--- src/inc/kbi_pkg.sv ---
// Constants and types shared by the keypad pin interrupt design
package kbi_pkg;

	// ----------------------------------------------------------------
	// Geometry
	// ----------------------------------------------------------------
	localparam int unsigned NUM_PINS   = 8;
	localparam int unsigned FIXED_PINS = 4;
	localparam int unsigned SYNC_DEPTH = 2;
	localparam int unsigned ADDR_W     = 8;
	localparam int unsigned DATA_W     = 32;
	localparam int unsigned NUM_EVT    = 2;

	// ----------------------------------------------------------------
	// Register byte offsets
	// ----------------------------------------------------------------
	localparam logic [ADDR_W-1:0] OFS_STATUS_CONTROL = 8'h00;
	localparam logic [ADDR_W-1:0] OFS_PIN_ENABLE     = 8'h04;
	localparam logic [ADDR_W-1:0] OFS_EVENT_STATUS   = 8'h08;
	localparam logic [ADDR_W-1:0] OFS_EVENT_MASK     = 8'h0C;

	// ----------------------------------------------------------------
	// Field positions of key_status_control
	// ----------------------------------------------------------------
	localparam int unsigned POS_POLARITY_LO = 4;
	localparam int unsigned POS_PENDING     = 3;
	localparam int unsigned POS_ACK         = 2;
	localparam int unsigned POS_IRQ_ENABLE  = 1;
	localparam int unsigned POS_DETECT_MODE = 0;

	// Field positions of event status and mask
	localparam int unsigned POS_EVT_TRIGGER = 0;
	localparam int unsigned POS_EVT_WAKE    = 1;

	// ----------------------------------------------------------------
	// Reset values
	// ----------------------------------------------------------------
	localparam logic [3:0]          RST_POLARITY = 4'h0;
	localparam logic [NUM_PINS-1:0] RST_PIN_EN   = 8'h00;
	localparam logic [NUM_EVT-1:0]  RST_EVT      = 2'h0;

	// ----------------------------------------------------------------
	// Bus answers and register selection
	// ----------------------------------------------------------------
	localparam logic [1:0] RESP_OKAY   = 2'h0;
	localparam logic [1:0] RESP_SLVERR = 2'h2;

	typedef enum logic [2:0] {
		SEL_CTRL  = 3'b000,
		SEL_PINEN = 3'b001,
		SEL_EVT   = 3'b010,
		SEL_MASK  = 3'b011,
		SEL_NONE  = 3'b100
	} reg_sel_e;

endpackage

--- src/rtl/keypad_pin_interrupt.sv ---
// Keypad pin interrupt unit with an AXI4-Lite register slave
//
// Chosen here: register access over AXI4-Lite and the address map.
module keypad_pin_interrupt (
	// Clock and reset
	input  wire logic                               clk_i,
	input  wire logic                               arst_n_i,
	// AXI4-Lite write address
	input  wire logic [kbi_pkg::ADDR_W-1:0]         s_axi_awaddr_i,
	input  wire logic                               s_axi_awvalid_i,
	output logic                                    s_axi_awready_o,
	// AXI4-Lite write data
	input  wire logic [kbi_pkg::DATA_W-1:0]         s_axi_wdata_i,
	input  wire logic [kbi_pkg::DATA_W/8-1:0]       s_axi_wstrb_i,
	input  wire logic                               s_axi_wvalid_i,
	output logic                                    s_axi_wready_o,
	// AXI4-Lite write response
	output logic [1:0]                              s_axi_bresp_o,
	output logic                                    s_axi_bvalid_o,
	input  wire logic                               s_axi_bready_i,
	// AXI4-Lite read address
	input  wire logic [kbi_pkg::ADDR_W-1:0]         s_axi_araddr_i,
	input  wire logic                               s_axi_arvalid_i,
	output logic                                    s_axi_arready_o,
	// AXI4-Lite read data
	output logic [kbi_pkg::DATA_W-1:0]              s_axi_rdata_o,
	output logic [1:0]                              s_axi_rresp_o,
	output logic                                    s_axi_rvalid_o,
	input  wire logic                               s_axi_rready_i,
	// Key pins and power mode
	input  wire logic [kbi_pkg::NUM_PINS-1:0]       key_pins_i,
	input  wire logic                               stop_mode_i,
	input  wire logic                               wait_mode_i,
	// Requests out
	output logic                                    key_irq_o,
	output logic                                    irq_o,
	output logic                                    wake_o
);

	// ----------------------------------------------------------------
	// Address decode
	// ----------------------------------------------------------------
	// Low two address bits are ignored: every register is one word
	function automatic kbi_pkg::reg_sel_e reg_index(input logic [kbi_pkg::ADDR_W-1:0] addr);
		logic [kbi_pkg::ADDR_W-1:0] word;
		word = {addr[kbi_pkg::ADDR_W-1:2], 2'b00};
		if (word == kbi_pkg::OFS_STATUS_CONTROL) begin
			return kbi_pkg::SEL_CTRL;
		end else if (word == kbi_pkg::OFS_PIN_ENABLE) begin
			return kbi_pkg::SEL_PINEN;
		end else if (word == kbi_pkg::OFS_EVENT_STATUS) begin
			return kbi_pkg::SEL_EVT;
		end else if (word == kbi_pkg::OFS_EVENT_MASK) begin
			return kbi_pkg::SEL_MASK;
		end else begin
			return kbi_pkg::SEL_NONE;
		end
	endfunction

	// ----------------------------------------------------------------
	// State
	// ----------------------------------------------------------------
	typedef struct packed {
		// Control and status
		logic [3:0]                     polarity;
		logic                           pending;
		logic                           irq_enable;
		logic                           detect_mode;
		logic [kbi_pkg::NUM_PINS-1:0]   pin_enable;
		logic [kbi_pkg::NUM_EVT-1:0]    evt_status;
		logic [kbi_pkg::NUM_EVT-1:0]    evt_mask;
		// Previous synchronised sample of every pin
		logic [kbi_pkg::NUM_PINS-1:0]   prev_pins;
		// Write channel holding
		logic                           aw_held;
		logic [kbi_pkg::ADDR_W-1:0]     aw_addr;
		logic                           w_held;
		logic [7:0]                     w_data;
		logic                           w_lane0;
		logic                           awready;
		logic                           wready;
		logic                           bvalid;
		logic [1:0]                     bresp;
		// Read channel
		logic                           arready;
		logic                           rvalid;
		logic [kbi_pkg::DATA_W-1:0]     rdata;
		logic [1:0]                     rresp;
		// Outputs
		logic                           key_irq;
		logic                           irq;
		logic                           wake;
	} state_s;

	state_s state_r;
	state_s state_nxt;

	// ----------------------------------------------------------------
	// Pin synchroniser
	// ----------------------------------------------------------------
	logic [kbi_pkg::NUM_PINS-1:0] pins_sync;

	key_sync u_key_sync (
		.clk_i    (clk_i),
		.arst_n_i (arst_n_i),
		.d_i      (key_pins_i),
		.q_o      (pins_sync)
	);

	// ----------------------------------------------------------------
	// Asserted levels per pin
	// ----------------------------------------------------------------
	logic [kbi_pkg::NUM_PINS-1:0] asserted_now;
	logic [kbi_pkg::NUM_PINS-1:0] asserted_prev;

	genvar gi;
	generate
		for (gi = 0; gi < kbi_pkg::NUM_PINS; gi++) begin : g_level
			if (gi < kbi_pkg::FIXED_PINS) begin : g_fixed
				// Low pins are active low only
				assign asserted_now[gi]  = ~pins_sync[gi];
				assign asserted_prev[gi] = ~state_r.prev_pins[gi];
			end else begin : g_sel
				// Polarity bit 1 turns a high level into the asserted one
				assign asserted_now[gi]  = pins_sync[gi] ~^
					state_r.polarity[gi-kbi_pkg::FIXED_PINS];
				assign asserted_prev[gi] = state_r.prev_pins[gi] ~^
					state_r.polarity[gi-kbi_pkg::FIXED_PINS];
			end
		end
	endgenerate

	// ----------------------------------------------------------------
	// Trigger detection
	// ----------------------------------------------------------------
	logic [kbi_pkg::NUM_PINS-1:0] en_now;
	logic [kbi_pkg::NUM_PINS-1:0] en_rise;
	logic                         edge_only_hit;
	logic                         edge_level_hit;
	logic                         level_hold;
	logic                         trigger;

	always_comb begin
		// Disabled pins are masked out before anything else looks at them
		en_now  = asserted_now & state_r.pin_enable;
		// Deasserted on one cycle, asserted on the next
		en_rise = en_now & ~asserted_prev;
		edge_only_hit = |en_rise;
		// A new edge only while no other enabled pin stays asserted from the cycle before
		edge_level_hit = (|en_rise) && !(|(en_now & ~en_rise & asserted_prev)) &&
			!(|(en_now & ~en_rise));
		level_hold = state_r.detect_mode && (|en_now);
		if (stop_mode_i) begin
			// Clocks would be gone in stop: level alone must count
			trigger = |en_now;
		end else if (state_r.detect_mode) begin
			trigger = edge_level_hit || level_hold;
		end else begin
			trigger = edge_only_hit;
		end
	end

	// ----------------------------------------------------------------
	// Bus handshakes
	// ----------------------------------------------------------------
	logic              aw_hs;
	logic              w_hs;
	logic              ar_hs;
	logic              do_write;
	kbi_pkg::reg_sel_e wsel;
	kbi_pkg::reg_sel_e rsel;
	logic [kbi_pkg::ADDR_W-1:0] waddr;
	logic [7:0]        wbyte;
	logic              wlane;

	always_comb begin
		aw_hs    = s_axi_awvalid_i && state_r.awready;
		w_hs     = s_axi_wvalid_i && state_r.wready;
		ar_hs    = s_axi_arvalid_i && state_r.arready;
		waddr    = state_r.aw_held ? state_r.aw_addr : s_axi_awaddr_i;
		wbyte    = state_r.w_held ? state_r.w_data : s_axi_wdata_i[7:0];
		wlane    = state_r.w_held ? state_r.w_lane0 : s_axi_wstrb_i[0];
		do_write = (state_r.aw_held || aw_hs) && (state_r.w_held || w_hs) &&
			!state_r.bvalid;
		wsel     = reg_index(waddr);
		rsel     = reg_index(s_axi_araddr_i);
	end

	// ----------------------------------------------------------------
	// Next state
	// ----------------------------------------------------------------
	logic                        ack_write;
	logic                        evt_rd_clear;
	logic [kbi_pkg::NUM_EVT-1:0] evt_set;
	logic                        wake_level;

	always_comb begin
		state_nxt = state_r;

		// Sample history for edge comparison
		state_nxt.prev_pins = pins_sync;

		// Write channel capture, either order
		if (aw_hs) begin
			state_nxt.aw_held = 1'b1;
			state_nxt.aw_addr = s_axi_awaddr_i;
		end
		if (w_hs) begin
			state_nxt.w_held  = 1'b1;
			state_nxt.w_data  = s_axi_wdata_i[7:0];
			state_nxt.w_lane0 = s_axi_wstrb_i[0];
		end

		// Register writes; only byte lane 0 carries data
		ack_write = 1'b0;
		if (do_write) begin
			state_nxt.aw_held = 1'b0;
			state_nxt.w_held  = 1'b0;
			state_nxt.bvalid  = 1'b1;
			state_nxt.bresp   = kbi_pkg::RESP_OKAY;
			if (wsel == kbi_pkg::SEL_NONE) begin
				state_nxt.bresp = kbi_pkg::RESP_SLVERR;
			end else if (wlane) begin
				case (wsel)
					kbi_pkg::SEL_CTRL: begin
						state_nxt.polarity    = wbyte[7:kbi_pkg::POS_POLARITY_LO];
						state_nxt.irq_enable  = wbyte[kbi_pkg::POS_IRQ_ENABLE];
						state_nxt.detect_mode = wbyte[kbi_pkg::POS_DETECT_MODE];
						ack_write             = wbyte[kbi_pkg::POS_ACK];
					end
					kbi_pkg::SEL_PINEN: begin
						state_nxt.pin_enable = wbyte;
					end
					kbi_pkg::SEL_MASK: begin
						state_nxt.evt_mask = wbyte[kbi_pkg::NUM_EVT-1:0];
					end
					default: begin
						state_nxt.bresp = kbi_pkg::RESP_OKAY;
					end
				endcase
			end
		end
		if (state_r.bvalid && s_axi_bready_i) begin
			state_nxt.bvalid = 1'b0;
		end

		// Pending flag: a trigger in the acknowledge cycle wins
		state_nxt.pending = trigger || (state_r.pending && !ack_write);

		// Reads; a read of the event status clears it
		evt_rd_clear = 1'b0;
		if (ar_hs) begin
			state_nxt.rvalid = 1'b1;
			state_nxt.rresp  = kbi_pkg::RESP_OKAY;
			state_nxt.rdata  = '0;
			if (rsel == kbi_pkg::SEL_CTRL) begin
				state_nxt.rdata[7:kbi_pkg::POS_POLARITY_LO] = state_r.polarity;
				state_nxt.rdata[kbi_pkg::POS_PENDING]       = state_r.pending;
				state_nxt.rdata[kbi_pkg::POS_ACK]           = 1'b0;
				state_nxt.rdata[kbi_pkg::POS_IRQ_ENABLE]    = state_r.irq_enable;
				state_nxt.rdata[kbi_pkg::POS_DETECT_MODE]   = state_r.detect_mode;
			end else if (rsel == kbi_pkg::SEL_PINEN) begin
				state_nxt.rdata[kbi_pkg::NUM_PINS-1:0] = state_r.pin_enable;
			end else if (rsel == kbi_pkg::SEL_EVT) begin
				state_nxt.rdata[kbi_pkg::NUM_EVT-1:0] = state_r.evt_status;
				evt_rd_clear = 1'b1;
			end else if (rsel == kbi_pkg::SEL_MASK) begin
				state_nxt.rdata[kbi_pkg::NUM_EVT-1:0] = state_r.evt_mask;
			end else begin
				state_nxt.rresp = kbi_pkg::RESP_SLVERR;
			end
		end else if (state_r.rvalid && s_axi_rready_i) begin
			state_nxt.rvalid = 1'b0;
		end

		// Sticky events; a new event survives the clearing read
		wake_level = (stop_mode_i || wait_mode_i) && (|en_now);
		evt_set = '0;
		evt_set[kbi_pkg::POS_EVT_TRIGGER] = trigger && !state_r.pending;
		evt_set[kbi_pkg::POS_EVT_WAKE]    = wake_level;
		if (evt_rd_clear) begin
			state_nxt.evt_status = evt_set;
		end else begin
			state_nxt.evt_status = state_r.evt_status | evt_set;
		end

		// Ready flags are registered so that every output is a flop
		state_nxt.awready = !state_nxt.aw_held && !state_nxt.bvalid;
		state_nxt.wready  = !state_nxt.w_held && !state_nxt.bvalid;
		state_nxt.arready = !state_nxt.rvalid;

		// Requests out, one cycle behind their cause
		state_nxt.key_irq = state_nxt.pending && state_nxt.irq_enable;
		state_nxt.irq     = |(state_nxt.evt_status & state_nxt.evt_mask);
		state_nxt.wake    = wake_level;
	end

	// ----------------------------------------------------------------
	// Registers
	// ----------------------------------------------------------------
	always_ff @(posedge clk_i or negedge arst_n_i) begin
		if (!arst_n_i) begin
			state_r             <= '0;
			state_r.polarity    <= kbi_pkg::RST_POLARITY;
			state_r.pin_enable  <= kbi_pkg::RST_PIN_EN;
			state_r.evt_status  <= kbi_pkg::RST_EVT;
			state_r.evt_mask    <= kbi_pkg::RST_EVT;
			state_r.awready     <= 1'b1;
			state_r.wready      <= 1'b1;
			state_r.arready     <= 1'b1;
		end else begin
			state_r <= state_nxt;
		end
	end

	// ----------------------------------------------------------------
	// Outputs
	// ----------------------------------------------------------------
	assign s_axi_awready_o = state_r.awready;
	assign s_axi_wready_o  = state_r.wready;
	assign s_axi_bvalid_o  = state_r.bvalid;
	assign s_axi_bresp_o   = state_r.bresp;
	assign s_axi_arready_o = state_r.arready;
	assign s_axi_rvalid_o  = state_r.rvalid;
	assign s_axi_rdata_o   = state_r.rdata;
	assign s_axi_rresp_o   = state_r.rresp;
	assign key_irq_o       = state_r.key_irq;
	assign irq_o           = state_r.irq;
	assign wake_o          = state_r.wake;

endmodule

--- src/rtl/key_sync.sv ---
// Two-stage synchroniser for the key input pins
module key_sync (
	// Clock and reset
	input  wire logic                         clk_i,
	input  wire logic                         arst_n_i,
	// Pins in, synchronised levels out
	input  wire logic [kbi_pkg::NUM_PINS-1:0] d_i,
	output logic      [kbi_pkg::NUM_PINS-1:0] q_o
);

	// ----------------------------------------------------------------
	// State
	// ----------------------------------------------------------------
	typedef struct packed {
		logic [kbi_pkg::NUM_PINS-1:0] meta;
		logic [kbi_pkg::NUM_PINS-1:0] sync;
	} sync_s;

	sync_s state_r;
	sync_s state_nxt;

	// First stage feeds only the second stage
	always_comb begin
		state_nxt      = state_r;
		state_nxt.meta = d_i;
		state_nxt.sync = state_r.meta;
	end

	always_ff @(posedge clk_i or negedge arst_n_i) begin
		if (!arst_n_i) begin
			state_r <= '0;
		end else begin
			state_r <= state_nxt;
		end
	end

	assign q_o = state_r.sync;

endmodule

--- config.mk ---
export PLATFORM = sky130hd
export DESIGN_NAME = keypad_pin_interrupt
export DESIGN_NICKNAME = d
export VERILOG_FILES = /design/src/inc/kbi_pkg.sv /design/src/rtl/keypad_pin_interrupt.sv /design/src/rtl/key_sync.sv
export SDC_FILE = /design/constraint.sdc
export NUM_CORES = 1
export LEC_CHECK = 0
export ABC_AREA = 1
export BUFFER_PORTS_ARGS = -buffer_cell sky130_fd_sc_hd__buf_2
export CAP_MARGIN = 20
export CORE_MARGIN = 5
export CORE_UTILIZATION = 53
export CTS_BUF_LIST = sky130_fd_sc_hd__clkbuf_8
export DETAILED_ROUTE_END_ITERATION = 6
export GPL_ROUTABILITY_DRIVEN = 0
export PLACE_DENSITY = 0.82
export SLEW_MARGIN = 30
export SYNTH_ARGS = -nofsm -noshare
export SYNTH_HDL_FRONTEND = slang
export SYNTH_SLANG_ARGS = --single-unit
--- constraint.sdc ---
create_clock -name clk_i -period 2.2 [get_ports clk_i]
set_input_delay 0.33 -clock clk_i [delete_from_list [all_inputs] [get_ports clk_i]]
set_output_delay 0.33 -clock clk_i [all_outputs]
set_load 0.01 [all_outputs]
# --- After elaboration in Yosys (flattened, before gate mapping) ---
# Cells that the tools add are included.
word_totals:
  ff_bits: 82
  inputBits: 69
  out_inout_bits: 44
op_classes:
  n_eq_ne: 12
  n_mux: 49
  n_bitwise: 25
  n_reduce_logical: 41
op_table:
  columns: ["op", "count"]
  rows:
  - ["$mux 10", 4]
  - ["$and 8x8->8", 4]
  - ["$mux 8", 4]
  - ["$reduce_or 8->1", 4]
  - ["$mux 2", 14]
  - ["$mux 3", 9]
  - ["$eq 6x2->1 const B", 4]
  - ["$logic_and 1x1->1", 16]
  - ["$mux 1", 16]
  - ["$not 8->8", 2]
  - ["$eq 6x1->1 const B", 2]
  - ["$logic_not 6->1", 2]
  - ["$eq 3x2->1 const B", 3]
  - ["$logic_not 1->1", 9]
  - ["$mux 9", 1]
  - ["$not 1->1", 9]
  - ["$reduce_and 4->1", 2]
  - ["$xnor 1x1->1", 8]
  - ["$eq 3x1->1 const B", 2]
  - ["$logic_not 3->1", 2]
  - ["$mux 6", 1]
  - ["$logic_or 1x1->1", 5]
  - ["$eq 3x3->1 const B", 1]
  - ["$and 2x2->2", 1]
  - ["other kinds (2)", 2]

# --- Logic depth before layout (Yosys ltp) ---
# Gate-level depths: netlist of the first run.
logic_depth:
  word_depth: 18
  depth_mapped: 14
  ltp_nobuf: 14

# --- By module ---
# A second synthesis of the first run with hierarchy kept.
hier_totals:
  hier_cells: 401
  hier_area_um2: 3624.7
modules_own_cells:
  columns: ["module", "n_inst", "cells_per_inst", "area_per_inst_um2", "seq_area_each_um2"]
  rows:
  - ["keypad_pin_interrupt", 1, 385, 3224.3, 1555.2]
  - ["key_sync", 1, 16, 400.4, 400.4]

# --- Least setup slack after synthesis of the first run ---
# OpenSTA, ideal clock, no wires.
synth_timing:
  path_kind: "reg2reg"
  from: "register state_r (netlist bit s_axi_wready_o)"
  to: "register state_r[86] in the netlist's numbering"
  arrival_time_ps: 1522
  t_required_ps: 2084
  path_slack_ps: 563
  stages_incl_launch_ff: 9
  period_less_slack_ps: 1637
  cell_sequence: "dfstp_2 > a21oi_2 > nor3_4 > nand2_2 > nor3_4 > buf_6 > nor2_1 > a21oi_2 > inv_1"
synth_between:
  elab_chain_len: 5
synth_lines:
  columns: ["item", "line_no", "rtl"]
  rows:
  - ["start: declaration", "keypad_pin_interrupt.sv:95", "state_s state_r;"]
  - ["start signal: assignment", "keypad_pin_interrupt.sv:312", "state_r <= state_nxt;"]
  - ["$logic_and 1x1->1", "keypad_pin_interrupt.sv:178", "w_hs = s_axi_wvalid_i && state_r.wready;"]
  - ["$logic_or 1x1->1", "keypad_pin_interrupt.sv:183", "do_write = (state_r.aw_held || aw_hs) && (state_r.w_held || w_hs) &&"]
  - ["$logic_and 1x1->1 (2 in series)", "keypad_pin_interrupt.sv:183", null]
  - ["$reduce_and 4->1 (no line)", null, null]
# No other way between the ends.
# A chain may end at the register's enable or synchronous reset.

==> reports/results.ini, run 1 <==
[global_route]
grt_overflow=0
grt_max_degree=46
grt_pass1_vias=2631
grt_pass1_wl_microns=11600
grtUsageTotal=0.172
antenna_found_initial=0

[synth]
synth_seq_cells=78
synth_cells=408
synth_top_area_cell=dfrtp_1
yosysSeqAreaShare=0.539
synth_top_family_by_area=simple AND/OR/NAND/NOR gates
syn_area_sq_um=3630
yosys.area_share.adder=0
synth_ff_type=dfrtp_1
synth_cell_type_count=32
synth.most_common_cell=nand2_1
synth_edf_count=0
synth-xor-area-share=0
synth_area_leaders=dfrtp_1 (52%), nand2_1 (9.4%), buf_4 (7.9%)
yosysTopAreaCellShare=0.518
avgSynthCellArea_sq_um=8.89
synth-compound-area-share=0.0963
synthSimpleGateAreaFrac=0.190
async_flop_share=1.00
synth_warnings=0
synth_common_cells=nand2_1 (91), dfrtp_1 (75), inv_1 (60)
muxShareOfSynthArea=0.0238

[placed_design]
io_buffers=55
hpwl_microns=5100

[cells_and_area]
fillers=588
area_delta_synth_final_pct=12.5
multiInputGateArea_sq_um=1220
seq_area_sq_um=1960
antenna_cells=0
drive_gt1_frac=0.214
fin_nets=533

[power]
p_leak_uw=0.00214
p_seq_frac=0.457
p_per_area_nw_per_um2=1120
internal_power_uw=3010
vdd_drop_max_mv=0.635
p_comb_frac=0.283
switching_power_uw=1550
switching_share=0.339
power.share.clock=0.260

[clock_tree]
cts_sinks=78
tritoncts=built
htree_levels=3
clockRootBuffer=clkbuf_8
clk_path_buf_depth=2
cts_buffers=9
clk_pin_slew_ns=0.08
insertion_delay_ns=0.35

[floorplanning]
core_area_sq_um=6720
num_rows=30
die_y_microns=92.7
io_pins=113
die_width_microns=92.7
dieArea_sq_um=8600
initial_core_util=0.540

[routing]
drc_errors=0
dr.pass1.iters=4
vias_per_cell=4.86
ant_nets=0
drt-initial-drc-count=193
wire_per_inst_microns=12.4
drt_wl_total_microns=6800
vias=2662

[sta]
worst_pin_slew_ns=0.529
finalMaxSlewViolations=0
skew_ns=0.00683
fmax_mhz=533
whs_ns=0.0804
rsz0062_at_grt=false
fin_crit_sh=0.852
hold_viol=0
finalSetupViolCount=0
setup_tns_ns=0
slew_headroom=0.646
period_needed_ns=1.87

[worst_setup_path]
regToRegSetupSlack_ns=0.33
start_kind=flip-flop
worstSetupEndpoint=key_irq_o
crit_path_start=state_r[62]
cp.required_ns=2.45
worstPathMaxFanout=10
critPathKind=flip-flop to flip-flop
critPathCaptureType=flip-flop
r2r_end=key_irq_o
cp_data_arrival_time_ns=2.12
timing.rr.start=state_r[62]
r2r_cells=10

[min_path]
worstHoldPathType=input pin to flip-flop

[flow_run]
maxCapViolations=0

[run_status]
outcome=complete, no violations

## worst min path at each step
stage,start,to,depth (start not counted),slack (ns)
2_1_floorplan,arst_n_i,irq_o,0,0.03
4_1_cts,key_pins_i[7],u_key_sync.state_nxt[7],1,0.06
6_report,key_pins_i[7],u_key_sync.state_nxt[7],1,0.08
3_3_place_gp,arst_n_i,u_key_sync.state_nxt[2],1,0.30
5_1_grt,key_pins_i[3],u_key_sync.state_nxt[3],1,0.06
3_5_place_dp,arst_n_i,u_key_sync.state_nxt[2],1,0.30
## flip-flops by register name (all words and copies together) (netlist names)
register / flops
irq_o: 1
key_irq_o: 1
s_axi_arready_o: 1
s_axi_awready_o: 1
s_axi_bresp_o: 1
s_axi_bvalid_o: 1
s_axi_rdata_o: 8
s_axi_rresp_o: 1
s_axi_rvalid_o: 1
s_axi_wready_o: 1
state_r: 44
u_key_sync.q_o: 8
u_key_sync.state_nxt: 8
wake_o: 1
## worst max-delay path, stage by stage (launching register included)
cell	delay, ns
dfrtp_1	0.47
nor3_1	0.22
nand3_1	0.10
nand2_1	0.11
nand2_2	0.09
nor3_4	0.37
nand2_1	0.11
nand2_1	0.08
nand3_1	0.09
nand2_1	0.09
inv_1	0.03
## layout by cell type (no fill, tap or decap), types with 11 or more instances in the layout
cell and n:
nand2_1 91, nand3_1 18, conb_1 26, dfrtp_1 75, clkbuf_8 11, o21ai_0 28
a21oi_1 14, nor2_1 26, inv_1 61, buf_2 54
## repair_timing
item / in CTS / in global routing
gates resized for setup: 0 / 0
endpoints found under the hold margin: 31 / 0
hold buffers: 1 / 0
setup buffers: 0 / 0
## per-layer routing
layer / up-vias / track usage / routed length, microns
met3: 9 / 0.0528 / 568
met1: 1220 / 0.229 / 3050
met5: - / 0 / 0
met2: 97 / 0.264 / 3090
li1: 1336 / - / -
met4: 0 / 0.0708 / 92
## power by group through the flow
stage	registers, uW	logic, uW	clock network (uW)
floorplan	2050	993	0
global placement	2070	1250	0
global route	2130	1490	1270
CTS	2080	1290	1210
detailed placement	2100	1290	0
finish	2080	1290	1180
## layout make-up
type | instances | area share
clock inverter | 4 | 0.0175
tap | 80 | 0.0245
clock buffer | 11 | 0.0371
timing repair buffer | 62 | 0.0846
multi-input combinational | 251 | 0.300
sequential | 78 | 0.479
inverter | 62 | 0.0570
## cell families after synthesis
group,after synthesis
and+or+nand+nor,156
other,1
muxes,8
buffers and inverters,104
DFF,78
AOI/OAI and AO/OA,61
## per-stage QoR
stage / instances / instance area, sq um / utilization / worst slack, ns / power [uW]
after floorplan: 433 / 3720 / - / 0.563 / 3040
after global placement: 532 / 3850 / 0.573 / 0.358 / 3320
after detailed placement: 532 / 3850 / 0.573 / 0.356 / 3390
after CTS: 548 / 4080 / 0.607 / 0.331 / 4580
after global routing: 548 / 4080 / 0.607 / 0.193 / 4890
final: 548 / 4080 / 0.607 / 0.325 / 4550
No activity file was read; power rests on OpenSTA's default activity.
==> run 2, diff against run 1 <==
==> constraint.sdc (replaced) <==
create_clock -name clk_i -period 2.2 [get_ports clk_i]
set_input_delay 0.44 -clock clk_i [delete_from_list [all_inputs] [get_ports clk_i]]
set_output_delay 0.44 -clock clk_i [all_outputs]
set_load 0.01 [all_outputs]
==> run 2 against run 1 <==
  * Power shrank 0.80%
  * Clock skew up 0.0029 ns
  * Via count increased by 1.0%
  * Global-route usage about the same
  * First-iteration DRC count shrank 26%
  * Cell count is 0.18% higher
  * Routed wire length rose by 1.9%
  * Count of clock-buffer cells in the layout down 2
  * Critical path type unchanged
==> reports/results.ini, run 2 (same netlist as run 1, synthesis figures left out) <==
[cells_and_area]
antenna_cells=0  ; unchanged
drive_gt1_frac=0.217  ; was 0.214
mostFrequentLayoutCell=nand2_1  ; unchanged
largest_register_ffs=44  ; unchanged
area_delta_synth_final_pct=11.9  ; was 12.5%
fin_nets=533  ; unchanged
top_register=state_r  ; unchanged
layout_common_cells=nand2_1 (91), dfrtp_1 (75), inv_1 (61)  ; unchanged

[clock_tree]
ctsHoldBuffers=0  ; was 1
post_cts_buffers=0  ; unchanged
cts_sinks=78  ; unchanged
clk_path_buf_depth=2  ; unchanged
insertion_delay_ns=0.35  ; about the same
cts_buffers=9  ; unchanged
clockRootBuffer=clkbuf_8  ; unchanged
htree_levels=3  ; unchanged
clk_pin_slew_ns=0.08  ; about the same
ctsResizeCount=0  ; unchanged
tritoncts=built  ; unchanged

[floorplanning]
die_y_microns=92.7  ; unchanged
num_rows=30  ; unchanged
io_pins=113  ; unchanged
core_area_sq_um=6720  ; unchanged
dieArea_sq_um=8600  ; unchanged
initial_core_util=0.540  ; unchanged
die_width_microns=92.7  ; unchanged

[worst_setup_path]
cp_data_arrival_time_ns=2.25  ; was 2.12 ns
critPathKind=flip-flop to flip-flop  ; unchanged
worstPathMaxFanout=9  ; was 10
start_kind=flip-flop  ; unchanged
critPathCaptureType=flip-flop  ; unchanged
timing.rr.start=s_axi_wready_o  ; was state_r[62]
r2r_end=key_irq_o  ; unchanged
cp.required_ns=2.46  ; was 2.45 ns
r2r_cells=9  ; was 10
regToRegSetupSlack_ns=0.21  ; was 0.33 ns

[routing]
wire_per_inst_microns=12.6  ; was 12.4 microns
drt-initial-drc-count=142  ; was 193
dr.pass1.iters=4  ; unchanged
vias_per_cell=4.90  ; was 4.86
ant_nets=0  ; unchanged
drt_wl_total_microns=6930  ; was 6800 microns
vias=2689  ; was 2662
drc_errors=0  ; unchanged

[global_route]
grtUsageTotal=0.172  ; about the same
grt_pass1_vias=2692  ; was 2631
grt_overflow=0  ; unchanged
antenna_found_initial=0  ; unchanged
grt_max_degree=46  ; unchanged
grt_pass1_wl_microns=11800  ; was 11600 microns

[sta]
worst_pin_slew_ns=0.547  ; was 0.529 ns
finalSetupViolCount=0  ; unchanged
rsz0062_at_grt=false  ; unchanged
slew_headroom=0.636  ; was 0.646
skew_ns=0.00975  ; was 0.00683 ns
setup_tns_ns=0  ; unchanged
period_needed_ns=1.99  ; was 1.87 ns
finalMaxSlewViolations=0  ; unchanged
hold_viol=0  ; unchanged
fmax_mhz=503  ; was 533 MHz
fin_crit_sh=0.904  ; was 0.852
fin_ws_ns=0.211  ; was 0.325 ns

[placed_design]
place_ws_ns=0.218  ; was 0.356 ns
io_buffers=55  ; unchanged
hpwl_microns=5250  ; was 5100 microns

[min_path]
worstHoldPathType=input pin to async pin  ; was input pin to flip-flop

[power]
vdd_drop_max_mv=0.727  ; was 0.635 mV
p_leak_uw=0.00214  ; about the same
p_per_area_nw_per_um2=1110  ; was 1120 nW/um^2

[run_status]
outcome=complete, no violations  ; unchanged

[flow_run]
maxCapViolations=0  ; unchanged

run 2: worst max-delay path by stage:
| stage | from | endpoint | slack (ns) | cells past startpoint |
|---|---|---|---|---|
| 2_1_floorplan | s_axi_wready_o | state_r[86] | 0.56 | 8 |
| 3_3_place_gp | s_axi_wvalid_i | key_irq_o | 0.28 | 10 |
| 3_5_place_dp | s_axi_wvalid_i | key_irq_o | 0.22 | 10 |
| 4_1_cts | s_axi_wready_o | key_irq_o | 0.22 | 9 |
| 5_1_grt | s_axi_wready_o | key_irq_o | 0.07 | 9 |
| 6_report | s_axi_wready_o | key_irq_o | 0.21 | 9 |
run 2: area by class of cell:
cell class,count,area (sq um)
inverter,62,233
fill,605,2660
tap,80,100
sequential,78,1960
clock inverter,7,90.1
multi-input combinational,251,1220
clock buffer,9,124
timing repair buffer,62,330
run 2: per-stage QoR:
stage | cell area, sq um | util | hold WS (ns) | instances | total power (uW)
global placement | 3840 | 0.572 | 0.334 | 533 | 3300
detailed placement | 3840 | 0.572 | 0.335 | 533 | 3390
CTS | 4060 | 0.604 | 0.0856 | 549 | 4550
floorplan | 3720 | - | 0.144 | 433 | 3040
finish | 4060 | 0.604 | 0.0696 | 549 | 4520
global route | 4060 | 0.604 | 0.118 | 549 | 4840
run 2: power breakdown:
group          internal, uW  switching (uW)
clock network           632             514
registers              1810             276
logic                   490             791
total                  2940            1580
run 2: worst max-delay path, cell delays in order, from the launching register on:
cell and delay, ns:
dfstp_2 0.58, a21oi_2 0.09, nor3_4 0.28, nand2_2 0.14, nor3_4 0.37, nand2_1 0.12, nand2_1 0.08, nand3_1 0.11
nand2_1 0.09, inv_1 0.04
run 2: metal layers:
layer | part of all wire | wire length (microns) | track usage
met3 | 0.070 | 485 | 0.0341
met5 | 0 | 0 | 0
met2 | 0.47 | 3230 | 0.276
met4 | 0.020 | 140 | 0.0879
met1 | 0.44 | 3070 | 0.223
==> run 3, diff against run 2 <==
--- a/config.mk
+++ b/config.mk
@@ -8,12 +8,14 @@
 export ABC_AREA = 1
 export BUFFER_PORTS_ARGS = -buffer_cell sky130_fd_sc_hd__buf_2
 export CAP_MARGIN = 20
+export CELL_PAD_IN_SITES_DETAIL_PLACEMENT = 0
+export CELL_PAD_IN_SITES_GLOBAL_PLACEMENT = 2
 export CORE_MARGIN = 5
-export CORE_UTILIZATION = 53
+export CORE_UTILIZATION = 31
 export CTS_BUF_LIST = sky130_fd_sc_hd__clkbuf_8
 export DETAILED_ROUTE_END_ITERATION = 6
 export GPL_ROUTABILITY_DRIVEN = 0
-export PLACE_DENSITY = 0.82
+export PLACE_DENSITY_LB_ADDON = 0.1
 export SLEW_MARGIN = 30
 export SYNTH_ARGS = -nofsm -noshare
 export SYNTH_HDL_FRONTEND = slang
==> run 3 against run 2 <==
  * Routed wire length increased by 13%
  * Flip-flop and latch count unchanged
  * Clock skew increased by 0.0090 ns
  * Cell count increased by 11%
  * Sequential share of layout area decreased by 0.83 points
  * Critical path depth decreased by 1
  * Power decreased by 2.1%
  * Register-to-register slack improved by 0.12 ns
  * Largest power group unchanged
  * Highest routed layer unchanged
==> reports/results.ini, run 3 (same netlist as run 1, synthesis figures left out) <==
[run_status]
outcome=complete, no violations  ; unchanged

[sta]
finalMaxSlewViolations=0  ; unchanged
skew_ns=0.0187  ; was 0.00975 ns
period_needed_ns=1.87  ; was 1.99 ns
rsz0062_at_grt=false  ; unchanged
fin_crit_sh=0.849  ; was 0.904
setup_tns_ns=0  ; unchanged
hold_viol=0  ; unchanged
finalSetupViolCount=0  ; unchanged
fmax_mhz=535  ; was 503 MHz

[worst_setup_path]
critPathKind=flip-flop to flip-flop  ; unchanged
r2r_end=state_r[88]  ; was key_irq_o
regToRegSetupSlack_ns=0.33  ; was 0.21 ns
crit_path_start=s_axi_wready_o  ; unchanged
timing.rr.start=s_axi_wready_o  ; unchanged
cp_data_arrival_time_ns=2.11  ; was 2.25 ns
worstPathMaxFanout=10  ; was 9
worstSetupEndpoint=state_r[88]  ; was key_irq_o
start_kind=flip-flop  ; unchanged
r2r_cells=8  ; was 9
critPathCaptureType=flip-flop  ; unchanged
cp.required_ns=2.44  ; was 2.46 ns

[power]
p_leak_uw=0.00213  ; was 0.00214 uW
p_per_area_nw_per_um2=1070  ; was 1110 nW/um^2
vdd_drop_max_mv=0.568  ; was 0.727 mV

[clock_tree]
clockRootBuffer=clkbuf_8  ; unchanged
htree_levels=3  ; unchanged
cts_sinks=78  ; unchanged
clk_path_buf_depth=2  ; unchanged
post_cts_buffers=0  ; unchanged
insertion_delay_ns=0.36  ; was 0.35 ns
clk_pin_slew_ns=0.08  ; about the same
ctsHoldBuffers=0  ; unchanged
cts_buffers=9  ; unchanged
tritoncts=built  ; unchanged
ctsResizeCount=0  ; unchanged

[cells_and_area]
area_delta_synth_final_pct=13.8  ; was 11.9%
largest_register_ffs=44  ; unchanged
top_register=state_r  ; unchanged
fin_nets=533  ; unchanged
antenna_cells=0  ; unchanged
drive_gt1_frac=0.213  ; was 0.217
fin_area_sq_um=4130  ; was 4060 sq um
layout_common_cells=nand2_1 (91), dfrtp_1 (75), inv_1 (63)  ; was nand2_1 (91), dfrtp_1 (75), inv_1 (61)
final_cells=612  ; was 549
mostFrequentLayoutCell=nand2_1  ; unchanged

[global_route]
grt_pass1_wl_microns=13300  ; was 11800 microns
grt_pass1_vias=2649  ; was 2692
antenna_found_initial=0  ; unchanged
grtUsageTotal=0.121  ; was 0.172
grt_max_degree=46  ; unchanged
grt_overflow=0  ; unchanged

[floorplanning]
num_rows=39  ; was 30
die_width_microns=118  ; was 92.7 microns
core_area_sq_um=11400  ; was 6720 sq um
dieArea_sq_um=14000  ; was 8600 sq um
die_y_microns=118  ; was 92.7 microns
initial_core_util=0.318  ; was 0.540
io_pins=113  ; unchanged

[routing]
drt-initial-drc-count=144  ; was 142
wire_per_inst_microns=12.8  ; was 12.6 microns
vias_per_cell=4.21  ; was 4.90
vias=2578  ; was 2689
drc_errors=0  ; unchanged
dr.pass1.iters=5  ; was 4
ant_nets=0  ; unchanged
drt_wl_total_microns=7840  ; was 6930 microns

[placed_design]
place_inst=596  ; was 533
hpwl_microns=5890  ; was 5250 microns
io_buffers=55  ; unchanged
detailed_place.area_sq_um=3930  ; was 3840 sq um

[flow_run]
maxCapViolations=0  ; unchanged

[min_path]
worstHoldPathType=input pin to async pin  ; unchanged

[run 3: power breakdown]
group	switching (uW)	internal [uW]
Combinational	804	493
Clock	516	543
Sequential	251	1810
[run 3: area by class of cell]
class	count	area, sq um
timing repair buffer	62	343
clock buffer	10	138
inverter	62	233
multi-input combinational	251	1220
tap	143	179
sequential	78	1960
fill	1221	7290
clock inverter	6	56.3
[run 3: worst min-delay path by stage]
stage	slack, ns	cells past startpoint	endpoint
floorplan	0.14	0	irq_o
CTS	0.02	1	u_key_sync.state_nxt[1]
detailed placement	0.33	0	u_key_sync.q_o[4]
global placement	0.33	0	u_key_sync.q_o[4]
global route	0.04	1	state_r[65]
finish	0.03	1	state_r[65]
[run 3: layer usage]
| metal | wire length [microns] | track usage |
|---|---|---|
| met2 | 3580 | 0.183 |
| met1 | 3800 | 0.158 |
| met3 | 423 | 0.0497 |
| met4 | 44 | 0.0366 |
| met5 | 0 | 0 |
[run 3: critical path, stage by stage, from the launching register on]
cell and delay [ns]:
dfstp_2 0.59, a21oi_2 0.09, nor3_4 0.27, nand2_2 0.14
nor3_4 0.22, buf_4 0.25, nor2_1 0.07, a21oi_2 0.09
inv_1 0.05
[run 3: stage by stage]
stage	setup WS (ns)	hold WS (ns)	utilization	total power (uW)
after floorplan	0.563	0.144	-	3040
after global placement	0.320	0.332	0.345	3400
after detailed placement	0.302	0.335	0.345	3420
after CTS	0.297	0.0189	0.361	4520
after global routing	0.121	0.0428	0.361	4830
final	0.332	0.0310	0.361	4420
